File: src/hw/ext_line_pkg.sv
// constants, field layout and trigger encoding for the external line controller
package ext_line_pkg;

    // ****************************************
    // sizes
    // ****************************************
    localparam int NUM_LINES   = 16;
    localparam int ADDR_W      = 8;
    localparam int DATA_W      = 32;
    localparam int TYPE_W      = 3;
    localparam int CNT_W       = 16;
    localparam int NUM_PERIPH  = 5;

    // ****************************************
    // byte offsets
    // ****************************************
    localparam logic [ADDR_W-1:0] OFF_LINE_CFG0  = 8'h00;
    localparam logic [ADDR_W-1:0] OFF_LINE_CFG15 = 8'h3C;
    localparam logic [ADDR_W-1:0] OFF_INT_EN     = 8'h40;
    localparam logic [ADDR_W-1:0] OFF_EDGE_FLAG  = 8'h44;
    localparam logic [ADDR_W-1:0] OFF_EDGE_STAT  = 8'h48;
    localparam logic [ADDR_W-1:0] OFF_SW_SET     = 8'h4C;
    localparam logic [ADDR_W-1:0] OFF_WAKE_CTRL  = 8'h50;
    localparam logic [ADDR_W-1:0] OFF_WAKE_POL   = 8'h54;
    localparam logic [ADDR_W-1:0] OFF_WAKE_FLAG  = 8'h58;

    // ****************************************
    // field positions
    // ****************************************
    localparam int CFG_DB_EN_BIT  = 31;
    localparam int CFG_TYPE_LSB   = 28;
    localparam int CFG_CNT_LSB    = 0;
    localparam int WAKE_IEN_BIT   = 31;

    // ****************************************
    // reset values and timing
    // ****************************************
    localparam logic [DATA_W-1:0]    RST_WORD  = 32'h0000_0000;
    localparam logic [NUM_LINES-1:0] RST_LINES = 16'h0000;
    localparam logic [CNT_W-1:0]     RST_CNT   = 16'h0000;
    localparam int SYNC_STAGES  = 2;
    localparam int DET_LATENCY  = SYNC_STAGES + 1;

    typedef enum logic [TYPE_W-1:0] {
        TRIG_LOW  = 3'b000,
        TRIG_HIGH = 3'b001,
        TRIG_FALL = 3'b010,
        TRIG_RISE = 3'b011,
        TRIG_BOTH = 3'b100
    } trig_e;

endpackage

File: src/hw/line_det_if.sv
// per-line link between the controller and one input detector
`timescale 1ns/1ps
interface line_det_if;
    logic        raw;
    logic        db_en;
    logic [15:0] db_cnt;
    logic        level;
    logic        rise;
    logic        fall;

    modport ctrl (output raw, output db_en, output db_cnt,
                  input level, input rise, input fall);
    modport det  (input raw, input db_en, input db_cnt,
                  output level, output rise, output fall);
endinterface

File: src/hw/line_detector.sv
// one line: two-stage synchroniser, debounce filter and edge pulses
`timescale 1ns/1ps
module line_detector (
    // clock and reset
    input  wire logic   clk_in,
    input  wire logic   rst_in,
    // line link
    line_det_if.det     lane
);

    typedef struct packed {
        logic        s1;
        logic        s2;
        logic        filt;
        logic        rise;
        logic        fall;
        logic [15:0] cnt;
    } det_state_s;

    det_state_s state_reg;
    det_state_s state_next;

    // ****************************************
    // next state
    // ****************************************
    always_comb begin
        state_next = state_reg;
        // s1 feeds s2 only, keeping metastability out of the filter
        state_next.s1 = lane.raw;
        state_next.s2 = state_reg.s1;
        if (!lane.db_en) begin
            state_next.filt = state_reg.s2;
            state_next.cnt  = ext_line_pkg::RST_CNT;
        end else if (state_reg.s2 == state_reg.filt) begin
            state_next.cnt = ext_line_pkg::RST_CNT;
        end else if ({1'b0, state_reg.cnt} + 17'h0_0001 >= {1'b0, lane.db_cnt}) begin
            // flips after db_cnt clocks of a steady new level, never less than one
            state_next.filt = state_reg.s2;
            state_next.cnt  = ext_line_pkg::RST_CNT;
        end else begin
            state_next.cnt = state_reg.cnt + 16'h0001;
        end
        state_next.rise = state_next.filt & ~state_reg.filt;
        state_next.fall = ~state_next.filt & state_reg.filt;
    end

    always_ff @(posedge clk_in) begin
        if (rst_in) begin
            state_reg <= '0;
        end else begin
            state_reg <= state_next;
        end
    end

    assign lane.level = state_reg.filt;
    assign lane.rise  = state_reg.rise;
    assign lane.fall  = state_reg.fall;
endmodule

File: src/hw/ext_line_controller.sv
// sixteen-line external interrupt and wake-up controller with register port
`timescale 1ns/1ps
module ext_line_controller (
    // clock and reset
    input  wire logic        CORE_CLK_IN,
    input  wire logic        RESET_IN,
    // register port
    input  wire logic [7:0]  ADDR_IN,
    input  wire logic [31:0] WDATA_IN,
    input  wire logic        WR_IN,
    input  wire logic        RD_IN,
    output logic      [31:0] RDATA_OUT,
    // line inputs, already pin-selected
    input  wire logic [15:0] LINE_IN,
    // wake requests of other peripherals: lvd, wake pin, comparator, usb, rtc
    input  wire logic [4:0]  PERIPH_WAKE_IN,
    // requests
    output logic      [15:0] LINE_IRQ_OUT,
    output logic             EVENT_WAKE_IRQ_OUT,
    output logic             WAKE_CPU_OUT,
    output logic             WAKE_CLK_OUT
);

    localparam int N = ext_line_pkg::NUM_LINES;

    typedef struct packed {
        logic [N-1:0]        db_en;
        logic [N-1:0][2:0]   trig;
        logic [N-1:0][15:0]  db_cnt;
        logic [N-1:0]        int_en;
        logic [N-1:0]        edge_flag;
        logic [N-1:0]        edge_stat;
        logic [N-1:0]        sw_set;
        logic [N-1:0]        wake_en;
        logic                wake_ien;
        logic [N-1:0]        wake_pol;
        logic [N-1:0]        wake_flag;
        logic [31:0]         rdata;
        logic [N-1:0]        irq;
        logic                ev_irq;
        logic                wake;
    } ctl_state_s;

    ctl_state_s state_reg;
    ctl_state_s state_next;

    logic [N-1:0] lvl;
    logic [N-1:0] rise;
    logic [N-1:0] fall;
    logic [N-1:0] edge_hit;
    logic [N-1:0] level_hit;
    logic [N-1:0] wake_hit;

    // ****************************************
    // trigger decode
    // ****************************************
    function automatic logic is_edge_type(input logic [2:0] t);
        is_edge_type = t[2] | t[1];
    endfunction

    function automatic logic edge_match(input logic [2:0] t, input logic r, input logic f);
        if (t[2]) begin
            edge_match = r | f;
        end else begin
            case (t[1:0])
                2'b10:   edge_match = f;
                2'b11:   edge_match = r;
                default: edge_match = 1'b0;
            endcase
        end
    endfunction

    function automatic logic level_match(input logic [2:0] t, input logic l);
        case (t)
            ext_line_pkg::TRIG_LOW:  level_match = ~l;
            ext_line_pkg::TRIG_HIGH: level_match = l;
            default:                 level_match = 1'b0;
        endcase
    endfunction

    // ****************************************
    // per-line detectors
    // ****************************************
    // pin selection stays in the alternate-function block; one input arrives per line
    genvar g;
    generate
        for (g = 0; g < N; g++) begin : g_line
            line_det_if lane ();
            assign lane.raw    = LINE_IN[g];
            assign lane.db_en  = state_reg.db_en[g];
            assign lane.db_cnt = state_reg.db_cnt[g];
            assign lvl[g]      = lane.level;
            assign rise[g]     = lane.rise;
            assign fall[g]     = lane.fall;
            line_detector u_det (
                .clk_in (CORE_CLK_IN),
                .rst_in (RESET_IN),
                .lane   (lane.det)
            );
            assign edge_hit[g]  = edge_match(state_reg.trig[g], rise[g], fall[g]);
            assign level_hit[g] = level_match(state_reg.trig[g], lvl[g]);
            // polarity 0 wakes on high, 1 wakes on low
            assign wake_hit[g]  = state_reg.wake_en[g]
                                  & (lvl[g] ^ state_reg.wake_pol[g]);
        end
    endgenerate

    // ****************************************
    // next state
    // ****************************************
    always_comb begin
        logic         word_ok;
        logic [3:0]   idx;
        logic [N-1:0] pend;
        logic [N-1:0] edge_clr;
        logic [N-1:0] wake_clr;
        word_ok  = (ADDR_IN[1:0] == 2'b00);
        idx      = ADDR_IN[5:2];
        edge_clr = '0;
        wake_clr = '0;
        pend     = '0;
        state_next = state_reg;
        state_next.rdata = ext_line_pkg::RST_WORD;

        // register writes
        if (WR_IN && word_ok) begin
            if (ADDR_IN <= ext_line_pkg::OFF_LINE_CFG15) begin
                state_next.db_en[idx]  = WDATA_IN[ext_line_pkg::CFG_DB_EN_BIT];
                state_next.trig[idx]   = WDATA_IN[ext_line_pkg::CFG_TYPE_LSB +: 3];
                state_next.db_cnt[idx] = WDATA_IN[ext_line_pkg::CFG_CNT_LSB +: 16];
            end else begin
                case (ADDR_IN)
                    ext_line_pkg::OFF_INT_EN:    state_next.int_en = WDATA_IN[15:0];
                    ext_line_pkg::OFF_EDGE_FLAG: edge_clr = WDATA_IN[15:0];
                    ext_line_pkg::OFF_SW_SET:    state_next.sw_set = WDATA_IN[15:0];
                    ext_line_pkg::OFF_WAKE_CTRL: begin
                        state_next.wake_en  = WDATA_IN[15:0];
                        state_next.wake_ien = WDATA_IN[ext_line_pkg::WAKE_IEN_BIT];
                    end
                    ext_line_pkg::OFF_WAKE_POL:  state_next.wake_pol = WDATA_IN[15:0];
                    ext_line_pkg::OFF_WAKE_FLAG: wake_clr = WDATA_IN[15:0];
                    default: begin
                    end
                endcase
            end
        end

        // sticky flags: a new event in the clearing cycle survives
        // edge flag is set whatever int_en, so software can poll masked lines
        state_next.edge_flag = (state_reg.edge_flag & ~edge_clr)
                               | edge_hit;
        state_next.wake_flag = (state_reg.wake_flag & ~wake_clr) | wake_hit;
        for (int i = 0; i < N; i++) begin
            if (rise[i] | fall[i]) begin
                state_next.edge_stat[i] = rise[i];
            end
        end

        // requests: line irq gated by int_en, event irq by wake_ien and wake_en, wake by wake_en for lines only
        for (int i = 0; i < N; i++) begin
            pend[i] = (is_edge_type(state_reg.trig[i]) ? state_next.edge_flag[i]
                                                       : level_hit[i])
                      | state_reg.sw_set[i];
        end
        state_next.irq    = state_reg.int_en & pend;
        state_next.ev_irq = state_reg.wake_ien
                            & (|(state_next.wake_flag & state_reg.wake_en));
        state_next.wake   = (|wake_hit) | (|PERIPH_WAKE_IN);

        // register reads, data one cycle later
        if (RD_IN && word_ok) begin
            if (ADDR_IN <= ext_line_pkg::OFF_LINE_CFG15) begin
                state_next.rdata[ext_line_pkg::CFG_DB_EN_BIT]       = state_reg.db_en[idx];
                state_next.rdata[ext_line_pkg::CFG_TYPE_LSB +: 3]   = state_reg.trig[idx];
                state_next.rdata[ext_line_pkg::CFG_CNT_LSB +: 16]   = state_reg.db_cnt[idx];
            end else begin
                case (ADDR_IN)
                    ext_line_pkg::OFF_INT_EN:    state_next.rdata[15:0] = state_reg.int_en;
                    ext_line_pkg::OFF_EDGE_FLAG: state_next.rdata[15:0] = state_reg.edge_flag;
                    ext_line_pkg::OFF_EDGE_STAT: state_next.rdata[15:0] = state_reg.edge_stat;
                    ext_line_pkg::OFF_SW_SET:    state_next.rdata[15:0] = state_reg.sw_set;
                    ext_line_pkg::OFF_WAKE_CTRL: begin
                        state_next.rdata[15:0] = state_reg.wake_en;
                        state_next.rdata[ext_line_pkg::WAKE_IEN_BIT] = state_reg.wake_ien;
                    end
                    ext_line_pkg::OFF_WAKE_POL:  state_next.rdata[15:0] = state_reg.wake_pol;
                    ext_line_pkg::OFF_WAKE_FLAG: state_next.rdata[15:0] = state_reg.wake_flag;
                    default: begin
                    end
                endcase
            end
        end
    end

    always_ff @(posedge CORE_CLK_IN) begin
        if (RESET_IN) begin
            state_reg <= '0;
        end else begin
            state_reg <= state_next;
        end
    end

    assign RDATA_OUT          = state_reg.rdata;
    assign LINE_IRQ_OUT       = state_reg.irq;
    assign EVENT_WAKE_IRQ_OUT = state_reg.ev_irq;
    // cpu and clock unit see the same request, no extra stage between them
    assign WAKE_CPU_OUT       = state_reg.wake;
    assign WAKE_CLK_OUT       = state_reg.wake;
endmodule

File: config.mk
export PLATFORM = sky130hd
export DESIGN_NAME = ext_line_controller
export DESIGN_NICKNAME = d
export VERILOG_FILES = /design/src/hw/ext_line_pkg.sv /design/src/hw/line_det_if.sv /design/src/hw/line_detector.sv /design/src/hw/ext_line_controller.sv
export SDC_FILE = /design/constraint.sdc
export NUM_CORES = 2
export LEC_CHECK = 0
export BUFFER_PORTS_ARGS = -buffer_cell sky130_fd_sc_hd__buf_4
export CAP_MARGIN = 20
export CORE_MARGIN = 4
export CORE_UTILIZATION = 50
export CTS_CLUSTER_SIZE = 28
export DETAILED_ROUTE_END_ITERATION = 8
export PLACE_DENSITY = 0.71
export SLEW_MARGIN = 25
export SYNTH_ARGS = -nofsm -noshare
export SYNTH_HDL_FRONTEND = slang
export SYNTH_SLANG_ARGS = --single-unit
File: constraint.sdc
create_clock -name CORE_CLK_IN -period 4.4 [get_ports CORE_CLK_IN]
set_input_delay 0.44 -clock CORE_CLK_IN [delete_from_list [all_inputs] [get_ports CORE_CLK_IN]]
set_output_delay 0.44 -clock CORE_CLK_IN [all_outputs]
set_load 0.05 [all_outputs]
# ---- Word-level counts from Yosys, hierarchy flattened
# Cells that the tools add are included.
# W data, S select, Z words.
dict set report classes {
  n_bitwise 172
  addsub 32
  mux 137
  n_eq_ne 71
  magnitude_cmp 19
  reduce_logical 46
}
# op count
set ops {}
lappend ops {{$add A16 B1 Y17 const B} 16}
lappend ops {{$ge A17 B16 Y1} 16}
lappend ops {{$add A16 B1 Y16 const B} 16}
lappend ops {{$bwmux W256} 1}
lappend ops {{$mux W16} 9}
lappend ops {{$pmux W16 S7} 1}
lappend ops {{$mux W1} 84}
lappend ops {{$and A16 B16 Y16} 4}
lappend ops {{$bmux W16 S4} 1}
lappend ops {{$demux W16 S4} 1}
lappend ops {{$eq A2 B2 Y1 const B} 32}
lappend ops {{$pmux W1 S2} 32}
lappend ops {{$reduce_or A4 Y1} 16}
lappend ops {{$eq A8 B7 Y1 const B} 7}
lappend ops {{$not A1 Y1} 50}
lappend ops {{$and A1 B1 Y1} 49}
lappend ops {{$or A1 B1 Y1} 49}
lappend ops {{$bwmux W48} 1}
lappend ops {{$eq A3 B1 Y1 const B} 16}
lappend ops {{$logic_not A3 Y1} 16}
lappend ops {{$not A16 Y16} 2}
lappend ops {{$or A16 B16 Y16} 2}
lappend ops {{$reduce_or A16 Y1} 2}
lappend ops {{$bwmux W16} 1}
lappend ops {{other kinds (17)} 53}
dict set report word_totals {
  input_bits 65
  elab_cells 635
  output_inout_bits 51
  reg_bits 819
}

# ---- Depth between registers and ports, before layout
dict set report depth {
  depth_word 10
  mapped_depth 14
  mapped_depth_nobuf 13
}

# ---- By module
# Synthesis repeated with hierarchy kept, for this count alone.
dict set report unflattened {
  cells_unflattened 4978
  hier_area_um2 43514.2
}
# mod cells_per_inst n_inst area_each_um2 seq_area_each_um2
set modules_own_cells {}
lappend modules_own_cells {ext_line_controller 2579 1 21546.9 9429.0}
lappend modules_own_cells {{line_detector (g_line[0].u_det ...)} 150 12 1396.3 420.4}
lappend modules_own_cells {{line_detector (g_line[15].u_det ...)} 153 2 1315.0 420.4}
lappend modules_own_cells {{line_detector (g_line[9].u_det)} 147 1 1291.2 420.4}
lappend modules_own_cells {{line_detector (g_line[14].u_det)} 146 1 1290.0 420.4}

# ---- Least setup slack after synthesis
# Ideal clock, no wire load.
dict set report synth_timing {
  path_type {register to register}
  from {register g_line[10].u_det.state_reg[0] (netlist bit)}
  to {register g_line[10].u_det.state_reg[10] (netlist bit)}
  synth_period_minus_slack_ns 3.186
  path_slack_ns 1.214
  path_stages_with_launch 14
  arrival_time_ns 3.120
  required_time_ns 4.334
  setup_time_ns 0.066
  path_buffers 1
  path_cell_list {dfxtp_1 ha_1 nand3_1 nor4_1 nand3_1 xnor2_1 ha_1 nand4_1 o21bai_1 a2111oi_0 o211ai_1 or2_2 clkbuf_1 nor2b_1}
}
dict set report synth_via {
  elab_chain_len 3
  elab_cells_between_ends 4
  classes_between {2 x add/sub; 1 x order compare; 1 x reduce/logical}
}
# item line_no
set synth_rtl {}
lappend synth_rtl {{start, declared} line_detector.sv:20} ;# det_state_s state_reg;
lappend synth_rtl {{start signal, assigned} line_detector.sv:51} ;# state_reg <= state_next;
lappend synth_rtl {{$add A16 B1 Y17} line_detector.sv:36} ;# end else if ({1'b0, state_reg.cnt} + 17'h0_0001 >= {1'b0, lane.db_cnt}) begin
lappend synth_rtl {{$ge A17 B16 Y1} line_detector.sv:36}
lappend synth_rtl {{$reduce_or A4 Y1 (no line)} n/a}
# Parallel ways exist; a longest one is shown, timed or not.
# A chain may end at the register's enable or synchronous reset.

# ---- Worst setup path after layout
dict set report layout_timing {
  from {register g_line[0].u_det.state_reg[0] (netlist bit)}
  to {register g_line[0].u_det.state_reg[6] (netlist bit)}
}
dict set report layout_via {
  elab_chain_len 3
  elab_cells_between_ends 4
  classes_between {2 x add/sub; 1 x order compare; 1 x reduce/logical}
}
# item line_no
set layout_rtl {}
lappend layout_rtl {{start, declared} line_detector.sv:20}
lappend layout_rtl {{start signal, assigned} line_detector.sv:51}
lappend layout_rtl {{$add A16 B1 Y17} line_detector.sv:36}
lappend layout_rtl {{$ge A17 B16 Y1} line_detector.sv:36}
lappend layout_rtl {{$reduce_or A4 Y1 (no line)} n/a}
# Parallel ways exist; a longest one is shown, timed or not.

==> summary.md <==
| Metric | Value |
|---|---|
| Status | finished, final reports clean |
| Pins over their slew limit | 0 |
| Fmax | around 260 MHz |
| Gr busiest metal | met2 |
| Sequential area share after synthesis | between 30% and 40% |
| Row count | between 100 and 150 |
| Tot GR Track Use | around 28% |
| Leading area contributor after synthesis | dfxtp_1 |
| Max reg flops | approximately 270 |
| Maximum clock path buffer count | 3 |
| Synth area leaders | dfxtp_1 (39%), ha_1 (8.2%), mux4_2 (6.0%), nand2_1 (5.8%), a21oi_1 (4.6%) |
| Via Count | ~34,000 |
| Most common cell in the netlist | dfxtp_1 |
| Pre-antenna DRT Iters | 6 |
| Final wirelength | ~120,000 µm |
| Height of the die | 296 µm |
| M1 GR Usage | ~37% |
| RSZ-0062 raised after global routing | false |
| TritonCTS clock tree | done |
| Clock latency at the later pin of the worst-skew pair | roughly 0.65 ns |
| Initial antenna violation count | 11 |
| First-pass GRT wire length | approximately 190,000 µm |
| CTS sink count | 807 |
| Kind of start point of the critical path | flop |
| Setup_tns | 0 ns |
| Worst IR Drop VDD | roughly 360 µV |
| Die area | a little under 90,000 µm² |
| Number of remaining DRC errors | 0 |
| Final setup violation count | 0 |
| CTS Buf Count | 87 |
| Antenna Nets Post-Route | 0 |
| Commonest cells in the netlist | dfxtp_1 (807), nand2_1 (640), a21oi_1 (383) |
| First DRT Iteration DRCs | 3,709 |
| Slew HR | about a quarter |
| Setup repair bufs after CTS | 0 |
| Placer Congestion | around 0.94 |
| Detail Placement HPWL | 87,400 µm |
| Total gr overflow | 0 |
| Syn Area/Cell | between 8 and 9 µm² |
| Synth Register Bits | 807 |
| Yosys warnings | 0 |
| Met2 usage | about 42% |
| Core ar. | 82,100 µm² |
| H-tree levels | 3 |
| Crit path DAT | ~4.3 ns |
| Req. time, crit path | slightly below 5 ns |
| Pre-CTS WS | between 0.7 and 0.8 ns |
| Setup ws final | 0.615 ns |
| I/O pin count | ~120 |
| Maxcap violations | 0 |
| Final hold vios | 0 |
| Synth cell types | 77 |
| Vias in the first global route | 31,735 |
| CP endpoint kind | flop |
| Hold slack | approximately 0.014 ns |
| GR met3 Demand/Resource | 7.03% |
| Async SR Flop Fraction | 0% |
| Post-CTS sizing | 0 |
| Worst Hold Class | primary input to flop |
| Via/cell ratio | roughly 5.8 |
| Cell area power density | ~340 nW/µm² |
| Mapped Area | 41,400 µm² |
| Share of post-route cells with drive strength above 1 | 8.97% |
| Largest net degree at the start of global routing | 97 |
| Yosys top cell area share | between 30% and 40% |
| Clock transition at path regs | approximately 0.06 ns |
| Crit path max fanout | 15 |
| Setup CP Type | flop to flop |
| Area Growth Syn to Fin | 10.5% |
| Cells after Synth | roughly 4,700 |
| Period utilization | a little under nine tenths |
| Post-layout min period | about 3.8 ns |
| Initial Util | 50.5% |
| Tightest Pin Transition | approximately 1.1 ns |
| CTS Root Buffer Type | clkbuf_16 |
| Leak | around 17 nW |
| Synth Flop Type | dfxtp_1 |
| DR WL/cell | 21.1 µm |
| EDFF count, synth | 0 |
| Horiz. Die Dim | ~300 µm |
| # fillers | 7,215 |
| Setup Skew | around 0.031 ns |
| IO Port Bufs | 91 |
| Fin nets | 5,033 |
## where the power goes
| part | internal, W | leakage, nW | switching [W] |
|---|---|---|---|
| Clock | 0.00470 | 1.49 | 0.00308 |
| Sequential | 0.00734 | 6.51 | 0.0000319 |
| Combinational | 0.000152 | 9.20 | 0.000418 |
| Total | 0.0122 | 17.2 | 0.00353 |
## logic make-up (layout without fill, tap and decap cells)
family,after synthesis,after routing,share of synthesized area (%)
compound gates,672,672,9.66
xor+xnor,261,261,5.52
fa+ha+maj,272,272,8.21
flops,807,807,39.0
mux,276,276,9.99
buf+inv,628,642,6.34
simple gates,1819,1819,21.3
other cells,1,15,0.00905
## metrics by stage
stage          std cells  total power (W)  area, µm²  utilization [%]
2_1_floorplan       4747          0.00786      41500                -
3_3_place_gp        5664          0.00808      42600             51.9
3_5_place_dp        5665          0.00808      42600             51.9
4_1_cts             5831           0.0158      45800             55.8
5_1_grt             5831           0.0161      45800             55.8
6_report            5834           0.0157      45800             55.8
## layout make-up
class | count | area (µm²) | share of cell area [%]
Multi-Input combinational cell | 3312 | 22800 | 49.7
Sequential cell | 807 | 16200 | 35.3
Clock buffer | 124 | 2570 | 5.61
Tap cell | 1070 | 1340 | 2.92
Inverter | 341 | 1280 | 2.80
Timing Repair Buffer | 147 | 1200 | 2.62
Clock inverter | 30 | 465 | 1.02
Antenna cell | 3 | 7.51 | 0.0164
## placed cells by master (no fill, tap or decap), types with 138 or more instances in the layout
cell and n:
dfxtp_1 807, nand2_1 640, a21oi_1 383, inv_1 340, nor2_1 326, ha_1 272
nor2b_1 271, nand3_1 222, mux2i_1 165, xnor2_1 138
## routing by layer
metal | wire length [µm] | share of wire (%) | up-vias
met5 | 80 | 0.065 | -
met4 | 5470 | 4.4 | 12
met3 | 14000 | 11 | 289
met2 | 53400 | 43 | 1598
met1 | 49900 | 41 | 16023
li1 | - | - | 16034
## path summary, 6_finish.rpt
kind / from / to / slack, ns / cells past startpoint
hold / removal: LINE_IN[6] / g_line[6].u_det.state_next[19] / 0.01 / 2
setup reg to reg: g_line[0].u_det.state_reg[0] / g_line[0].u_det.state_reg[6] / 0.62 / 12
setup / recovery: g_line[0].u_det.state_reg[0] / g_line[0].u_det.state_reg[6] / 0.62 / 12
hold reg to reg: g_line[9].u_det.state_next[19] / g_line[9].u_det.state_reg[19] / 0.44 / 1
## critical path: stages, from the launching register on
cell	delay, ns
dfxtp_1	0.40
ha_1	0.25
nand4_1	0.18
nor3b_1	0.49
nand3_1	0.16
xnor2_1	0.22
ha_1	0.30
a21oi_1	0.16
o21ai_0	0.12
or3_1	0.37
o211ai_1	0.27
nand3_1	0.51
nor2b_1	0.24
## timing repair
item,4_1_cts,5_1_grt
endpoints found under the hold margin,12,0
hold buffers,12,0
setup endpoints to repair,0,0
(Power assumes the default switching activity.)
